--- src/verilog/cti_pkg.sv ---
// package for the condition test, ccr update and table interpolation unit
// assumes the core decoder supplies decoded operations and operand values
package cti_pkg;

	// ccr bit positions (x n z v c in the low five bits)
	localparam int CCR_C = 0;
	localparam int CCR_V = 1;
	localparam int CCR_Z = 2;
	localparam int CCR_N = 3;
	localparam int CCR_X = 4;
	// implemented ccr bits; the upper three read as zero
	localparam logic [7:0] CCR_MASK  = 8'h1f;
	localparam logic [7:0] CCR_RESET = 8'h00;

	// independent variable fields
	localparam int OFS_MSB  = 15;
	localparam int OFS_LSB  = 8;
	localparam int FRAC_MSB = 7;
	localparam int FRAC_LSB = 0;
	// fraction scale is 256, so the radix point sits 8 bits up
	localparam int FRAC_BITS = 8;

	// cycles of a non-table operation: request edge to response edge
	localparam int SINGLE_CYCLES = 1;

	// decoded operation kinds
	typedef enum logic [3:0] {
		OP_COND_TEST,
		OP_CONDITIONAL_TRAP,
		OP_TRAP_ON_OVERFLOW,
		OP_AND_IMMEDIATE,
		OP_XOR_IMMEDIATE,
		OP_OR_IMMEDIATE,
		OP_TABLE_SIGNED_ROUNDED,
		OP_TABLE_SIGNED_UNROUNDED,
		OP_TABLE_UNSIGNED_ROUNDED,
		OP_TABLE_UNSIGNED_UNROUNDED
	} cti_op_type;

	// operand size
	typedef enum logic [1:0] {
		SZ_BYTE,
		SZ_WORD,
		SZ_LONG
	} cti_size_type;

	// request from decoder and operand fetch
	typedef struct packed {
		logic         valid;
		cti_op_type   op;
		logic [3:0]   cond;
		logic [7:0]   imm8;
		cti_size_type size;
		logic [15:0]  indep;
		logic         use_regs;
		logic [31:0]  base;
		logic [31:0]  ep_lo;
		logic [31:0]  ep_hi;
	} cti_req_type;

	// response back to the core
	typedef struct packed {
		logic        done;
		logic        cond_true;
		logic        trap;
		logic        ovf_trap;
		logic [31:0] result;
	} cti_rsp_type;

endpackage

--- src/verilog/cti_core.sv ---
// condition tests, trap decisions, ccr immediate logic and table interpolation
// assumes requests come from core logic on clk_sys_i and a simple memory port
// answers table fetches with a one-cycle ack carrying read data
//
// What this block does
// - condition tests are flag logic, one always true, one never true
// - encoding 0000 true; 0111 true on zero
// - encoding 0001 never true
// - conditional trap fires only on true condition
// - trap on overflow when overflow flag set
// - ccr and/xor/or with 8-bit immediate
// - signed interpolation, rounded and unrounded, all sizes
// - unsigned interpolation, rounded and unrounded, all sizes
// - memory table or register pair endpoints
// - offset bits 15..8, fraction 7..0, over 256
// - tables up to 257 entries, 16-bit index
// - signed rounding to nearest, ties to even
`timescale 1ns/100ps
module cti_core (
	// clock and reset
	input  wire logic                clk_sys_i,
	input  wire logic                rstn_i,
	// decoded request
	input  wire cti_pkg::cti_req_type req_i,
	// direct ccr load from other execution units
	input  wire logic                ccr_load_i,
	input  wire logic [7:0]          ccr_data_i,
	// table fetch port
	output logic                     mem_req_o,
	output logic [31:0]              mem_addr_o,
	output cti_pkg::cti_size_type    mem_size_o,
	input  wire logic                mem_ack_i,
	input  wire logic [31:0]         mem_rdata_i,
	// status and answers
	output logic                     busy_o,
	output logic [7:0]               ccr_o,
	output cti_pkg::cti_rsp_type     rsp_o
);

	// table sequencer states
	typedef enum logic [2:0] {
		ST_IDLE,
		ST_FETCH0,
		ST_FETCH1,
		ST_CALC
	} cti_state_type;

	// condition evaluation over the ccr flags
	function automatic logic cond_eval(input logic [3:0] cc, input logic [7:0] f);
		logic c;
		logic v;
		logic z;
		logic n;
		logic r;
		c = f[cti_pkg::CCR_C];
		v = f[cti_pkg::CCR_V];
		z = f[cti_pkg::CCR_Z];
		n = f[cti_pkg::CCR_N];
		r = 1'b0;
		unique case (cc)
			4'h0: r = 1'b1;
			4'h1: r = 1'b0;
			4'h2: r = ~c & ~z;
			4'h3: r = c | z;
			4'h4: r = ~c;
			4'h5: r = c;
			4'h6: r = ~z;
			4'h7: r = z;
			4'h8: r = ~v;
			4'h9: r = v;
			4'ha: r = ~n;
			4'hb: r = n;
			4'hc: r = ~(n ^ v);
			4'hd: r = n ^ v;
			4'he: r = ~(n ^ v) & ~z;
			4'hf: r = z | (n ^ v);
		endcase
		return r;
	endfunction
	// extend an entry to 34 bits by size and signedness
	function automatic logic [33:0] entry_ext(input logic [31:0] v,
			input cti_pkg::cti_size_type sz, input logic sgn);
		logic [33:0] e;
		e = 34'h0;
		unique case (sz)
			cti_pkg::SZ_BYTE: e = {{26{sgn & v[7]}}, v[7:0]};
			cti_pkg::SZ_WORD: e = {{18{sgn & v[15]}}, v[15:0]};
			cti_pkg::SZ_LONG: e = {{2{sgn & v[31]}}, v};
			default:          e = 34'h0;
		endcase
		return e;
	endfunction
	// bytes per entry as a shift amount
	function automatic logic [1:0] size_shift(input cti_pkg::cti_size_type sz);
		logic [1:0] s;
		s = 2'h0;
		unique case (sz)
			cti_pkg::SZ_BYTE: s = 2'h0;
			cti_pkg::SZ_WORD: s = 2'h1;
			cti_pkg::SZ_LONG: s = 2'h2;
			default:          s = 2'h0;
		endcase
		return s;
	endfunction
	// registered state
	cti_state_type        state_q, state_d;   // sequencer
	cti_pkg::cti_req_type op_q, op_d;         // captured table request
	logic [31:0]          e0_q, e0_d;         // entry n
	logic [31:0]          e1_q, e1_d;         // entry n+1
	logic [7:0]           ccr_q, ccr_d;       // condition code register
	cti_pkg::cti_rsp_type rsp_q, rsp_d;       // response register
	// interpolation datapath
	logic [33:0]        x0;        // extended entry n
	logic [33:0]        x1;        // extended entry n+1
	logic [33:0]        diff;      // entry(n+1) - entry(n)
	logic signed [42:0] prod;      // diff times fraction
	logic signed [42:0] acc;       // entry(n)*256 + prod
	logic [34:0]        ipart;     // integer part
	logic [7:0]         fpart;     // fraction part
	logic               sgn_op;    // signed variant
	logic               rnd_op;    // rounded variant
	logic               rnd_up;    // increment for rounding
	logic [34:0]        rounded;   // rounded integer
	logic [33:0]        rnd_ext;   // rounded integer, sized
	logic [31:0]        tbl_res;   // final result, sized when rounded
	logic [31:0]        ent_addr;  // address of entry n
	logic               is_table;  // request is a table op
	logic [7:0]         frac;      // fraction field
	// offset and fraction fields of the independent variable
	assign frac   = op_q.indep[cti_pkg::FRAC_MSB:cti_pkg::FRAC_LSB];
	assign sgn_op = (op_q.op == cti_pkg::OP_TABLE_SIGNED_ROUNDED) |
	                (op_q.op == cti_pkg::OP_TABLE_SIGNED_UNROUNDED);
	assign rnd_op = (op_q.op == cti_pkg::OP_TABLE_SIGNED_ROUNDED) |
	                (op_q.op == cti_pkg::OP_TABLE_UNSIGNED_ROUNDED);
	// entry n address; 8-bit offset reaches 257-entry tables
	// entry n+1 of offset 255 is the 257th entry
	assign ent_addr = op_q.base +
		({24'h0, op_q.indep[cti_pkg::OFS_MSB:cti_pkg::OFS_LSB]} << size_shift(op_q.size));
	assign is_table = (req_i.op == cti_pkg::OP_TABLE_SIGNED_ROUNDED) |
	                  (req_i.op == cti_pkg::OP_TABLE_SIGNED_UNROUNDED) |
	                  (req_i.op == cti_pkg::OP_TABLE_UNSIGNED_ROUNDED) |
	                  (req_i.op == cti_pkg::OP_TABLE_UNSIGNED_UNROUNDED);

	// interpolation arithmetic, kept 43 bits wide so nothing overflows
	always_comb begin
		x0   = entry_ext(e0_q, op_q.size, sgn_op);
		x1   = entry_ext(e1_q, op_q.size, sgn_op);
		diff = x1 - x0;
		prod  = $signed({{9{diff[33]}}, diff}) * $signed({35'h0, frac});
		acc   = $signed({{1{x0[33]}}, x0, 8'h00}) + prod;
		ipart = acc[42:cti_pkg::FRAC_BITS];
		fpart = acc[cti_pkg::FRAC_BITS-1:0];
		// nearest, halfway goes to even for signed
		if (sgn_op) begin
			rnd_up = fpart[7] & ((|fpart[6:0]) | ipart[0]);
		end else begin
			// unsigned halfway rounds up
			rnd_up = fpart[7];
		end
		rounded = ipart + {34'h0, rnd_up};
		rnd_ext = entry_ext(rounded[31:0], op_q.size, sgn_op);
		// rounded forms take the sized result, unrounded forms the raw sum
		if (rnd_op) begin
			tbl_res = rnd_ext[31:0];
		end else begin
			// unrounded keeps 8 fraction bits below the radix point
			tbl_res = acc[31:0];
		end
	end

	// next-state logic for sequencer, ccr and response
	always_comb begin
		state_d    = state_q;
		op_d       = op_q;
		e0_d       = e0_q;
		e1_d       = e1_q;
		ccr_d      = ccr_q;
		rsp_d      = '0;
		mem_req_o  = 1'b0;
		mem_addr_o = ent_addr;
		mem_size_o = op_q.size;
		// outside ops may load ccr; own immediate ops below take priority
		if (ccr_load_i) begin
			ccr_d = ccr_data_i & cti_pkg::CCR_MASK;
		end
		unique case (state_q)
			ST_IDLE: begin
				if (req_i.valid) begin
					// every op reports its condition result
					rsp_d.cond_true = cond_eval(req_i.cond, ccr_q);
					unique case (req_i.op)
						cti_pkg::OP_COND_TEST: begin
							rsp_d.done = 1'b1;
						end
						cti_pkg::OP_CONDITIONAL_TRAP: begin
							rsp_d.trap = cond_eval(req_i.cond, ccr_q);
							rsp_d.done = 1'b1;
						end
						cti_pkg::OP_TRAP_ON_OVERFLOW: begin
							// overflow trap on v, else continue
							rsp_d.ovf_trap = ccr_q[cti_pkg::CCR_V];
							rsp_d.done     = 1'b1;
						end
						cti_pkg::OP_AND_IMMEDIATE: begin
							ccr_d      = (ccr_q & req_i.imm8) & cti_pkg::CCR_MASK;
							rsp_d.done = 1'b1;
						end
						cti_pkg::OP_XOR_IMMEDIATE: begin
							ccr_d      = (ccr_q ^ req_i.imm8) & cti_pkg::CCR_MASK;
							rsp_d.done = 1'b1;
						end
						cti_pkg::OP_OR_IMMEDIATE: begin
							ccr_d      = (ccr_q | req_i.imm8) & cti_pkg::CCR_MASK;
							rsp_d.done = 1'b1;
						end
						default: begin
							// illegal op codes are answered as a plain test
							if (is_table) begin
								op_d = req_i;
								if (req_i.use_regs) begin
									e0_d    = req_i.ep_lo;
									e1_d    = req_i.ep_hi;
									state_d = ST_CALC;
								end else begin
									state_d = ST_FETCH0;
								end
								rsp_d.done = 1'b0;
							end else begin
								rsp_d.done = 1'b1;
							end
						end
					endcase
				end
			end
			ST_FETCH0: begin
				mem_req_o = 1'b1;
				if (mem_ack_i) begin
					e0_d    = mem_rdata_i;
					state_d = ST_FETCH1;
				end
			end
			ST_FETCH1: begin
				// fetch entry n+1, one entry further on
				mem_req_o  = 1'b1;
				mem_addr_o = ent_addr + (32'h1 << size_shift(op_q.size));
				if (mem_ack_i) begin
					e1_d    = mem_rdata_i;
					state_d = ST_CALC;
				end
			end
			ST_CALC: begin
				// one cycle for the datapath, then answer
				rsp_d.done      = 1'b1;
				rsp_d.cond_true = cond_eval(op_q.cond, ccr_q);
				rsp_d.result    = tbl_res;
				state_d         = ST_IDLE;
			end
		endcase
	end

	// registers only
	always_ff @(posedge clk_sys_i) begin
		if (!rstn_i) begin
			state_q <= ST_IDLE;
			op_q    <= '0;
			e0_q    <= 32'h0;
			e1_q    <= 32'h0;
			ccr_q   <= cti_pkg::CCR_RESET;
			rsp_q   <= '0;
		end else begin
			state_q <= state_d;
			op_q    <= op_d;
			e0_q    <= e0_d;
			e1_q    <= e1_d;
			ccr_q   <= ccr_d;
			rsp_q   <= rsp_d;
		end
	end

	// outputs
	assign busy_o = (state_q != ST_IDLE);
	assign ccr_o  = ccr_q;
	assign rsp_o  = rsp_q;

endmodule // cti_core

--- config.mk ---
export PLATFORM = sky130hd
export DESIGN_NAME = cti_core
export DESIGN_NICKNAME = d
export VERILOG_FILES = /design/src/verilog/cti_pkg.sv /design/src/verilog/cti_core.sv
export SDC_FILE = /design/constraint.sdc
export NUM_CORES = 1
export LEC_CHECK = 0
export BUFFER_PORTS_ARGS = -buffer_cell sky130_fd_sc_hd__buf_4
export CORE_UTILIZATION = 55
export CTS_BUF_LIST = sky130_fd_sc_hd__clkbuf_8
export CTS_CLUSTER_SIZE = 20
export DETAILED_ROUTE_END_ITERATION = 8
export PLACE_DENSITY = 0.8
export SLEW_MARGIN = 30
export SYNTH_ARGS = -nofsm -noshare
export SYNTH_HDL_FRONTEND = slang
export SYNTH_SLANG_ARGS = --single-unit
--- constraint.sdc ---
create_clock -name clk_sys_i -period 13.2 [get_ports clk_sys_i]
set_input_delay 1.32 -clock clk_sys_i [delete_from_list [all_inputs] [get_ports clk_sys_i]]
set_output_delay 1.32 -clock clk_sys_i [all_outputs]
set_load 0.03 [all_outputs]
==> metrics.md, run 1 <==
| Metric | Value |
|---|---|
| TritonRoute pass-1 iters | `6` |
| Post-route minimum period | `11.72 ns` |
| Cell-internal power | `1.986 mW` |
| Core box area | `0.03964 mm^2` |
| Synth Area in Compound Gates | `16.62%` |
| Clk pwr share | `9.6%` |
| Vias in the first global route | `20.13k` |
| PostCTS Resize Cnt | `0` |
| Worst clock skew | `0.02671 ns` |
| Slowest cell on crit path | `a2111oi_0` |
| Worst setup path startpoint | `mem_size_o[1]` |
| Clock Latency Late Sink | `0.53 ns` |
| Sw Pwr | `2.441 mW` |
| Std cell rows | `73` |
| Vias per cell | `5.881` |
| GRT Resource Usage Total | `32.56%` |
| Clock transition at path regs | `0.12 ns` |
| Mapped Cells | `2,712` |
| Leak | `11.54 nW` |
| Detailed-placement wirelength estimate | `51,830 um` |
| Max incr delay on CP | `0.62 ns` |
| RR Endpoint | `rsp_o[30]` |
| Die Wd | `202.4 um` |
| Max-slew violations | `0` |
| Critical Path RT | `13.62 ns` |
| Synthesis-to-layout area growth | `12.51%` |
| First-pass GRT wire length | `105,700 um` |
| Final hold vios | `0` |
| Post-Synth Adder-Cell Area | `29.86%` |
| Crit path to | `rsp_o[30]` |
| Cell count of the worst reg-to-reg path | `41` |
| # port buffers | `249` |
| FF-to-FF setup slack | `1.48 ns` |
| Synth cell types | `92` |
| Top delay family on crit path | `adder cells` |
| Achievable Freq | `85.35 MHz` |
| Slew @ Worst Pin | `0.9840 ns` |
| RD Place Congestion | `0.9782` |
| Final setup TNS | `0 ns` |
| Largest family of logic cells by synthesized area | `adder cells` |
| CTS buffer count | `17` |
| Initial antenna violation count | `5` |
| Critical Path Fanout Max | `18` |
| Die area | `0.04096 mm^2` |
| CP most frequent cell | `fa_1` |
| Post-synthesis cell area | `0.02208 mm^2` |
| Synth top area cells | `fa_1 (21%), dfxtp_1 (15%), ha_1 (8.6%), nand2_1 (6.1%), inv_1 (5.2%)` |
| Ys async rst share | `0%` |
| Initial Util | `55.71%` |
| DRC Markers | `0` |
| Place WS | `1.650 ns` |
| Final period utilization | `88.76%` |
| Arrival @ worst endpoint | `12.13 ns` |
| DRT Wirelength | `64,660 um` |
| Yosys top cell by area | `fa_1` |
| Via Count | `20.10k` |
| Post-synth top flop | `dfxtp_1` |
| Critical path depth | `41` |
| Sw frac | `55.14%` |
| Syn Nets | `3,274` |
| Sequential share of the synthesized area | `15.23%` |
| Post-synth EDFFs | `0` |
| Iteration-0 DRC Markers | `1,574` |
| Clk buf depth | `2` |
| Syn_area_per_cell | `8.142 um^2` |
| Worst setup slack after layout | `1.484 ns` |
| Fin nets | `3,441` |
| CP Capture Type | `register` |
| CTS tree | `yes` |
| Gr ovfl total | `0` |
| Worst Hold Slack | `0.4741 ns` |
| Max_slew headroom | `34.19%` |
| Maximum vdd drop | `0.1311 mV` |
| Power, Total | `4.427 mW` |
| DRT antenna net count | `0` |
| Final setup fails | `0` |
| Die H | `202.4 um` |
| DR WL/cell | `18.92 um` |
| Seq cells post-synth | `168` |
| Reg2reg start | `mem_size_o[1]` |
| Clk root buf | `clkbuf_8` |
| Status | `completed` |
| Worst Setup Start Kind | `register` |
| Pin count of the biggest net entering global routing | `97` |
| Warnings from Yosys | `0` |
| CP Buf/Inv Count | `7` |
| PD cells | `178.2 mW/mm^2` |
| Share of layout cells above drive strength 1 | `12.45%` |
| # IOs | `256` |
| Clk sink count | `168` |
| H-tree depth | `4` |
| Multiplexer share of the synthesized area | `4.176%` |
| Combinational fraction of design power | `74.2%` |
| Post-CTS Setup Bufs | `0` |
| Commonest non-fill, non-tap cell in the layout | `nand2_1` |
| Synth Area in Simple Gates | `21.49%` |
| XOR/XNOR share of the synthesized area | `5.298%` |
| Most frequent cells in the layout | `nand2_1 (356), inv_1 (303), buf_4 (271)` |
| Hold Crit Class | `reg2reg` |
| # hold bufs at CTS | `0` |
| Max cap viols | `0` |
| RSZ-0062 raised after global routing | `no` |
| Yosys top cell area share | `21.30%` |
| Seq pwr share | `16.2%` |
| Critical path class | `reg2reg` |
==> registers in the layout (all words and copies together), names as in the netlist <==
| name | flops |
|---|---|
| ccr_o | 8 |
| e0_q | 32 |
| e1_q | 32 |
| frac | 8 |
| mem_size_o | 2 |
| op_q | 48 |
| rsp_o | 36 |
| state_q | 2 |
==> logic make-up (layout without fill, tap and decap cells) <==
logic type / after synthesis / after routing
multiplexers: 89 / 89
buffers and inverters: 428 / 608
flip-flops: 168 / 168
AO/OA/AOI/OAI: 543 / 543
XOR/XNOR: 132 / 132
AND/OR/NAND/NOR: 966 / 966
other: 0 / 1
adder cells (fa/ha/maj): 386 / 386
==> layer usage <==
layer / track usage (%) / wire length [um] / part of all wire [%] / vias to the layer above
met5: 0 / 11 / 0.017 / -
met4: 11.36 / 1885 / 2.9 / 2
met3: 6.450 / 5419 / 8.4 / 120
met2: 52.29 / 29940 / 46 / 848
met1: 43.60 / 27410 / 42 / 9707
li1: - / - / - / 9425
==> tightest hold or removal path, delay by kind of cell, from the launching register on <==
| family | cells | cell delay [ns] |
|---|---|---|
| DFF | 1 | 0.33 |
| AOI/OAI and AO/OA | 1 | 0.05 |
| and+or+nand+nor | 1 | 0.05 |
==> how the worst min path moves through the flow <==
stage                    from         to  slack [ns]  cells past startpoint
global route         ccr_o[7]   ccr_o[7]        0.49                      1
detailed placement   ccr_o[7]   ccr_o[7]        0.45                      1
global placement     ccr_o[6]   ccr_o[6]        0.45                      1
floorplan            op_q[64]   op_q[64]        0.44                      2
finish              op_q[123]  op_q[123]        0.47                      2
CTS                 op_q[123]  op_q[123]        0.47                      2
==> through the flow <==
step	instances	util [%]	area [um^2]
floorplan	2712	-	22080
global placement	3385	61.40	24340
detailed placement	3385	61.43	24350
CTS	3417	62.58	24810
global route	3418	62.68	24850
finish	3418	62.68	24850
==> synth_stat cells (all sizes together), types with 60 or more instances <==
master and n:
a21o 60, o21ai 69, and2 178, a21oi 164, a211oi 86, dfxtp 168
fa 235, nor2 183, xnor2 92, clkbuf 107, mux2i 82, ha 151
nand2 356, inv 304
==> power by group through the flow <==
stage / sequential, mW / clock [mW] / combinational (mW)
global route: 0.723 / 0.452 / 3.63
global placement: 0.716 / 0 / 3.13
floorplan: 0.668 / 0 / 2.33
finish: 0.717 / 0.427 / 3.28
CTS: 0.708 / 0.432 / 3.24
detailed placement: 0.719 / 0 / 3.23
==> layout make-up <==
cell class                 instances  area (um^2)
multi-input combinational       2116        17170
sequential                       168         3363
tap                              525        656.9
inverter                         304         1144
fill                            3401        14800
antenna                            1        2.502
clock inverter                    14        211.5
timing repair buffer             272         2046
clock buffer                      18        247.7
(Power assumes the default switching activity.)
==> inputs of run 2 (changes only) <==
CORE_UTILIZATION = 60   (was 55)
GPL_TIMING_DRIVEN = 0   (was unset)
PLACE_DENSITY = 0.86   (was 0.8)
==> metrics.md, run 2 (synthesized netlist as in run 1, its figures left out) <==
| Metric | Value |
|---|---|
| Worst clock skew | `0.02517 ns` |
| TritonRoute pass-1 iters | `7` |
| Critical Path Fanout Max | `10` |
| Reg area | `0.003363 mm^2` |
| PD cells | `183.1 mW/mm^2` |
| Worst Setup Start Kind | `register` |
| Share of layout cells above drive strength 1 | `11.46%` |
| Core box area | `0.03591 mm^2` |
| Pin count of the biggest net entering global routing | `17` |
| Arrival @ worst endpoint | `12.77 ns` |
| Leak | `11.60 nW` |
| FILL cells | `2,882` |
| Critical Path RT | `13.58 ns` |
| # hold bufs at CTS | `0` |
| Most frequent cells in the layout | `nand2_1 (356), inv_1 (305), buf_4 (249)` |
| First-pass GRT wire length | `111,900 um` |
| Clk sink count | `168` |
| Cell count of the worst reg-to-reg path | `44` |
| CP most frequent cell | `fa_1` |
| Via Count | `21.02k` |
| Commonest non-fill, non-tap cell in the layout | `nand2_1` |
| Gr ovfl total | `0` |
| CTS tree | `yes` |
| Sw frac | `57.01%` |
| Most flops, register | `op_q` |
| Number of flip-flops in the largest register | `48` |
| Critical path depth | `44` |
| Final setup TNS | `0 ns` |
| Max incr delay on CP | `0.58 ns` |
| Fin cells | `3,454` |
| # IOs | `256` |
| Seq pwr share | `15.0%` |
| Clock transition at path regs | `0.10 ns` |
| Max cap viols | `0` |
| Max-slew violations | `0` |
| Worst Hold Slack | `0.4738 ns` |
| Vias per cell | `6.086` |
| Final period utilization | `93.91%` |
| DRT antenna net count | `0` |
| Cell-internal power | `1.970 mW` |
| Critical path class | `reg2reg` |
| Clock Latency Late Sink | `0.51 ns` |
| Fin nets | `3,541` |
| Top delay family on crit path | `adder cells` |
| Final setup fails | `0` |
| Sw Pwr | `2.612 mW` |
| RD Place Congestion | `1.005` |
| Die Wd | `193.8 um` |
| H-tree depth | `4` |
| Slew @ Worst Pin | `1.087 ns` |
| Clk pwr share | `8.4%` |
| DRT Wirelength | `69,870 um` |
| Die H | `193.8 um` |
| DRC Markers | `0` |
| GRT Resource Usage Total | `37.83%` |
| Initial Util | `61.49%` |
| Final hold vios | `0` |
| Synthesis-to-layout area growth | `13.30%` |
| Worst Hold Depth | `2` |
| Detailed-placement wirelength estimate | `58,370 um` |
| Vias in the first global route | `21.15k` |
| Clk root buf | `clkbuf_8` |
| Max_slew headroom | `27.01%` |
| Combined area of the multi-input logic cells | `0.01720 mm^2` |
| Std cell rows | `69` |
| Status | `completed` |
| Initial antenna violation count | `5` |
| CP Buf/Inv Count | `9` |
| Clk buf depth | `2` |
| Achievable Freq | `80.67 MHz` |
| Slowest cell on crit path | `fa_1` |
| Die area | `0.03758 mm^2` |
| CP Capture Type | `register` |
| DR WL/cell | `20.23 um` |
| Maximum vdd drop | `0.1462 mV` |
| RSZ-0062 raised after global routing | `no` |
| Post-route minimum period | `12.40 ns` |
| CTS buffer count | `17` |
| Iteration-0 DRC Markers | `1,726` |
| Hold Crit Class | `reg2reg` |
| # port buffers | `247` |
| Combinational fraction of design power | `76.7%` |
| Cells after DPL | `3,421` |
==> run 2: cell count changes in the layout (fill, tap and decap cells not counted), moves of 3 or more <==
cell,before,now
clkbuf_1,0,106
xnor2_2,0,4
buf_4,271,249
buf_2,0,4
buf_1,0,12
ha_2,3,0
xnor2_1,92,88
ha_1,147,151
==> run 2: path summary, 6_finish.rpt <==
kind	start	to	slack (ns)
worst min-delay path	op_q[67]	op_q[67]	0.47
worst min register to register	op_q[67]	op_q[67]	0.47
worst max-delay path	mem_size_o[1]	rsp_o[31]	0.80
worst max register to register	mem_size_o[1]	rsp_o[31]	0.80
==> run 2: metal layers <==
metal  GRT usage (%)  vias up  wire (um)
li1                -     9623          -
met1           48.00    10140      27760
met2           64.02     1094      32820
met3           7.340      162       6463
met4           13.82        2       2813
met5               0        -         10
==> run 2: power by group through the flow <==
stage	logic (mW)	registers (mW)	clock network, mW
2_1_floorplan	2.33	0.668	0
3_3_place_gp	3.28	0.686	0
3_5_place_dp	3.37	0.691	0
4_1_cts	3.39	0.680	0.383
5_1_grt	3.82	0.693	0.406
6_report	3.51	0.685	0.384
==> run 2: final cells by class <==
cell class / instances / area share, %
clock buffer: 17 / 0.9352
inverter: 304 / 4.561
clock inverter: 15 / 0.6601
sequential: 168 / 13.44
buffer: 124 / 1.910
timing repair buffer: 248 / 7.431
antenna: 1 / 0.01000
tap: 461 / 2.305
multi-input combinational: 2116 / 68.74
==> run 2: worst register-to-register path, delay by kind of cell, from the launching register on <==
| family | cells | cell delay [ns] |
|---|---|---|
| xor gates and xnor gates | 3 | 0.95 |
| DFF | 1 | 0.55 |
| and+or+nand+nor | 15 | 3.45 |
| adders and majority gates | 9 | 3.89 |
| AOI/OAI and AO/OA | 8 | 2.13 |
| buffers and inverters | 9 | 1.30 |
==> run 2: through the flow <==
step | setup slack, ns | cell area (um^2) | power [mW] | utilization [%]
floorplan | 3.004 | 22080 | 3.001 | -
global placement | 0.1975 | 24510 | 3.964 | 68.26
detailed placement | -0.1070 | 24530 | 4.057 | 68.29
CTS | 0.08121 | 24930 | 4.452 | 69.41
global route | 0.08834 | 25020 | 4.913 | 69.66
finish | 0.8035 | 25020 | 4.582 | 69.66
==> run 2: what timing repair did <==
action	CTS	global route
gates resized for setup	1	8
endpoints found under the setup margin	3	16
setup buffers	0	0
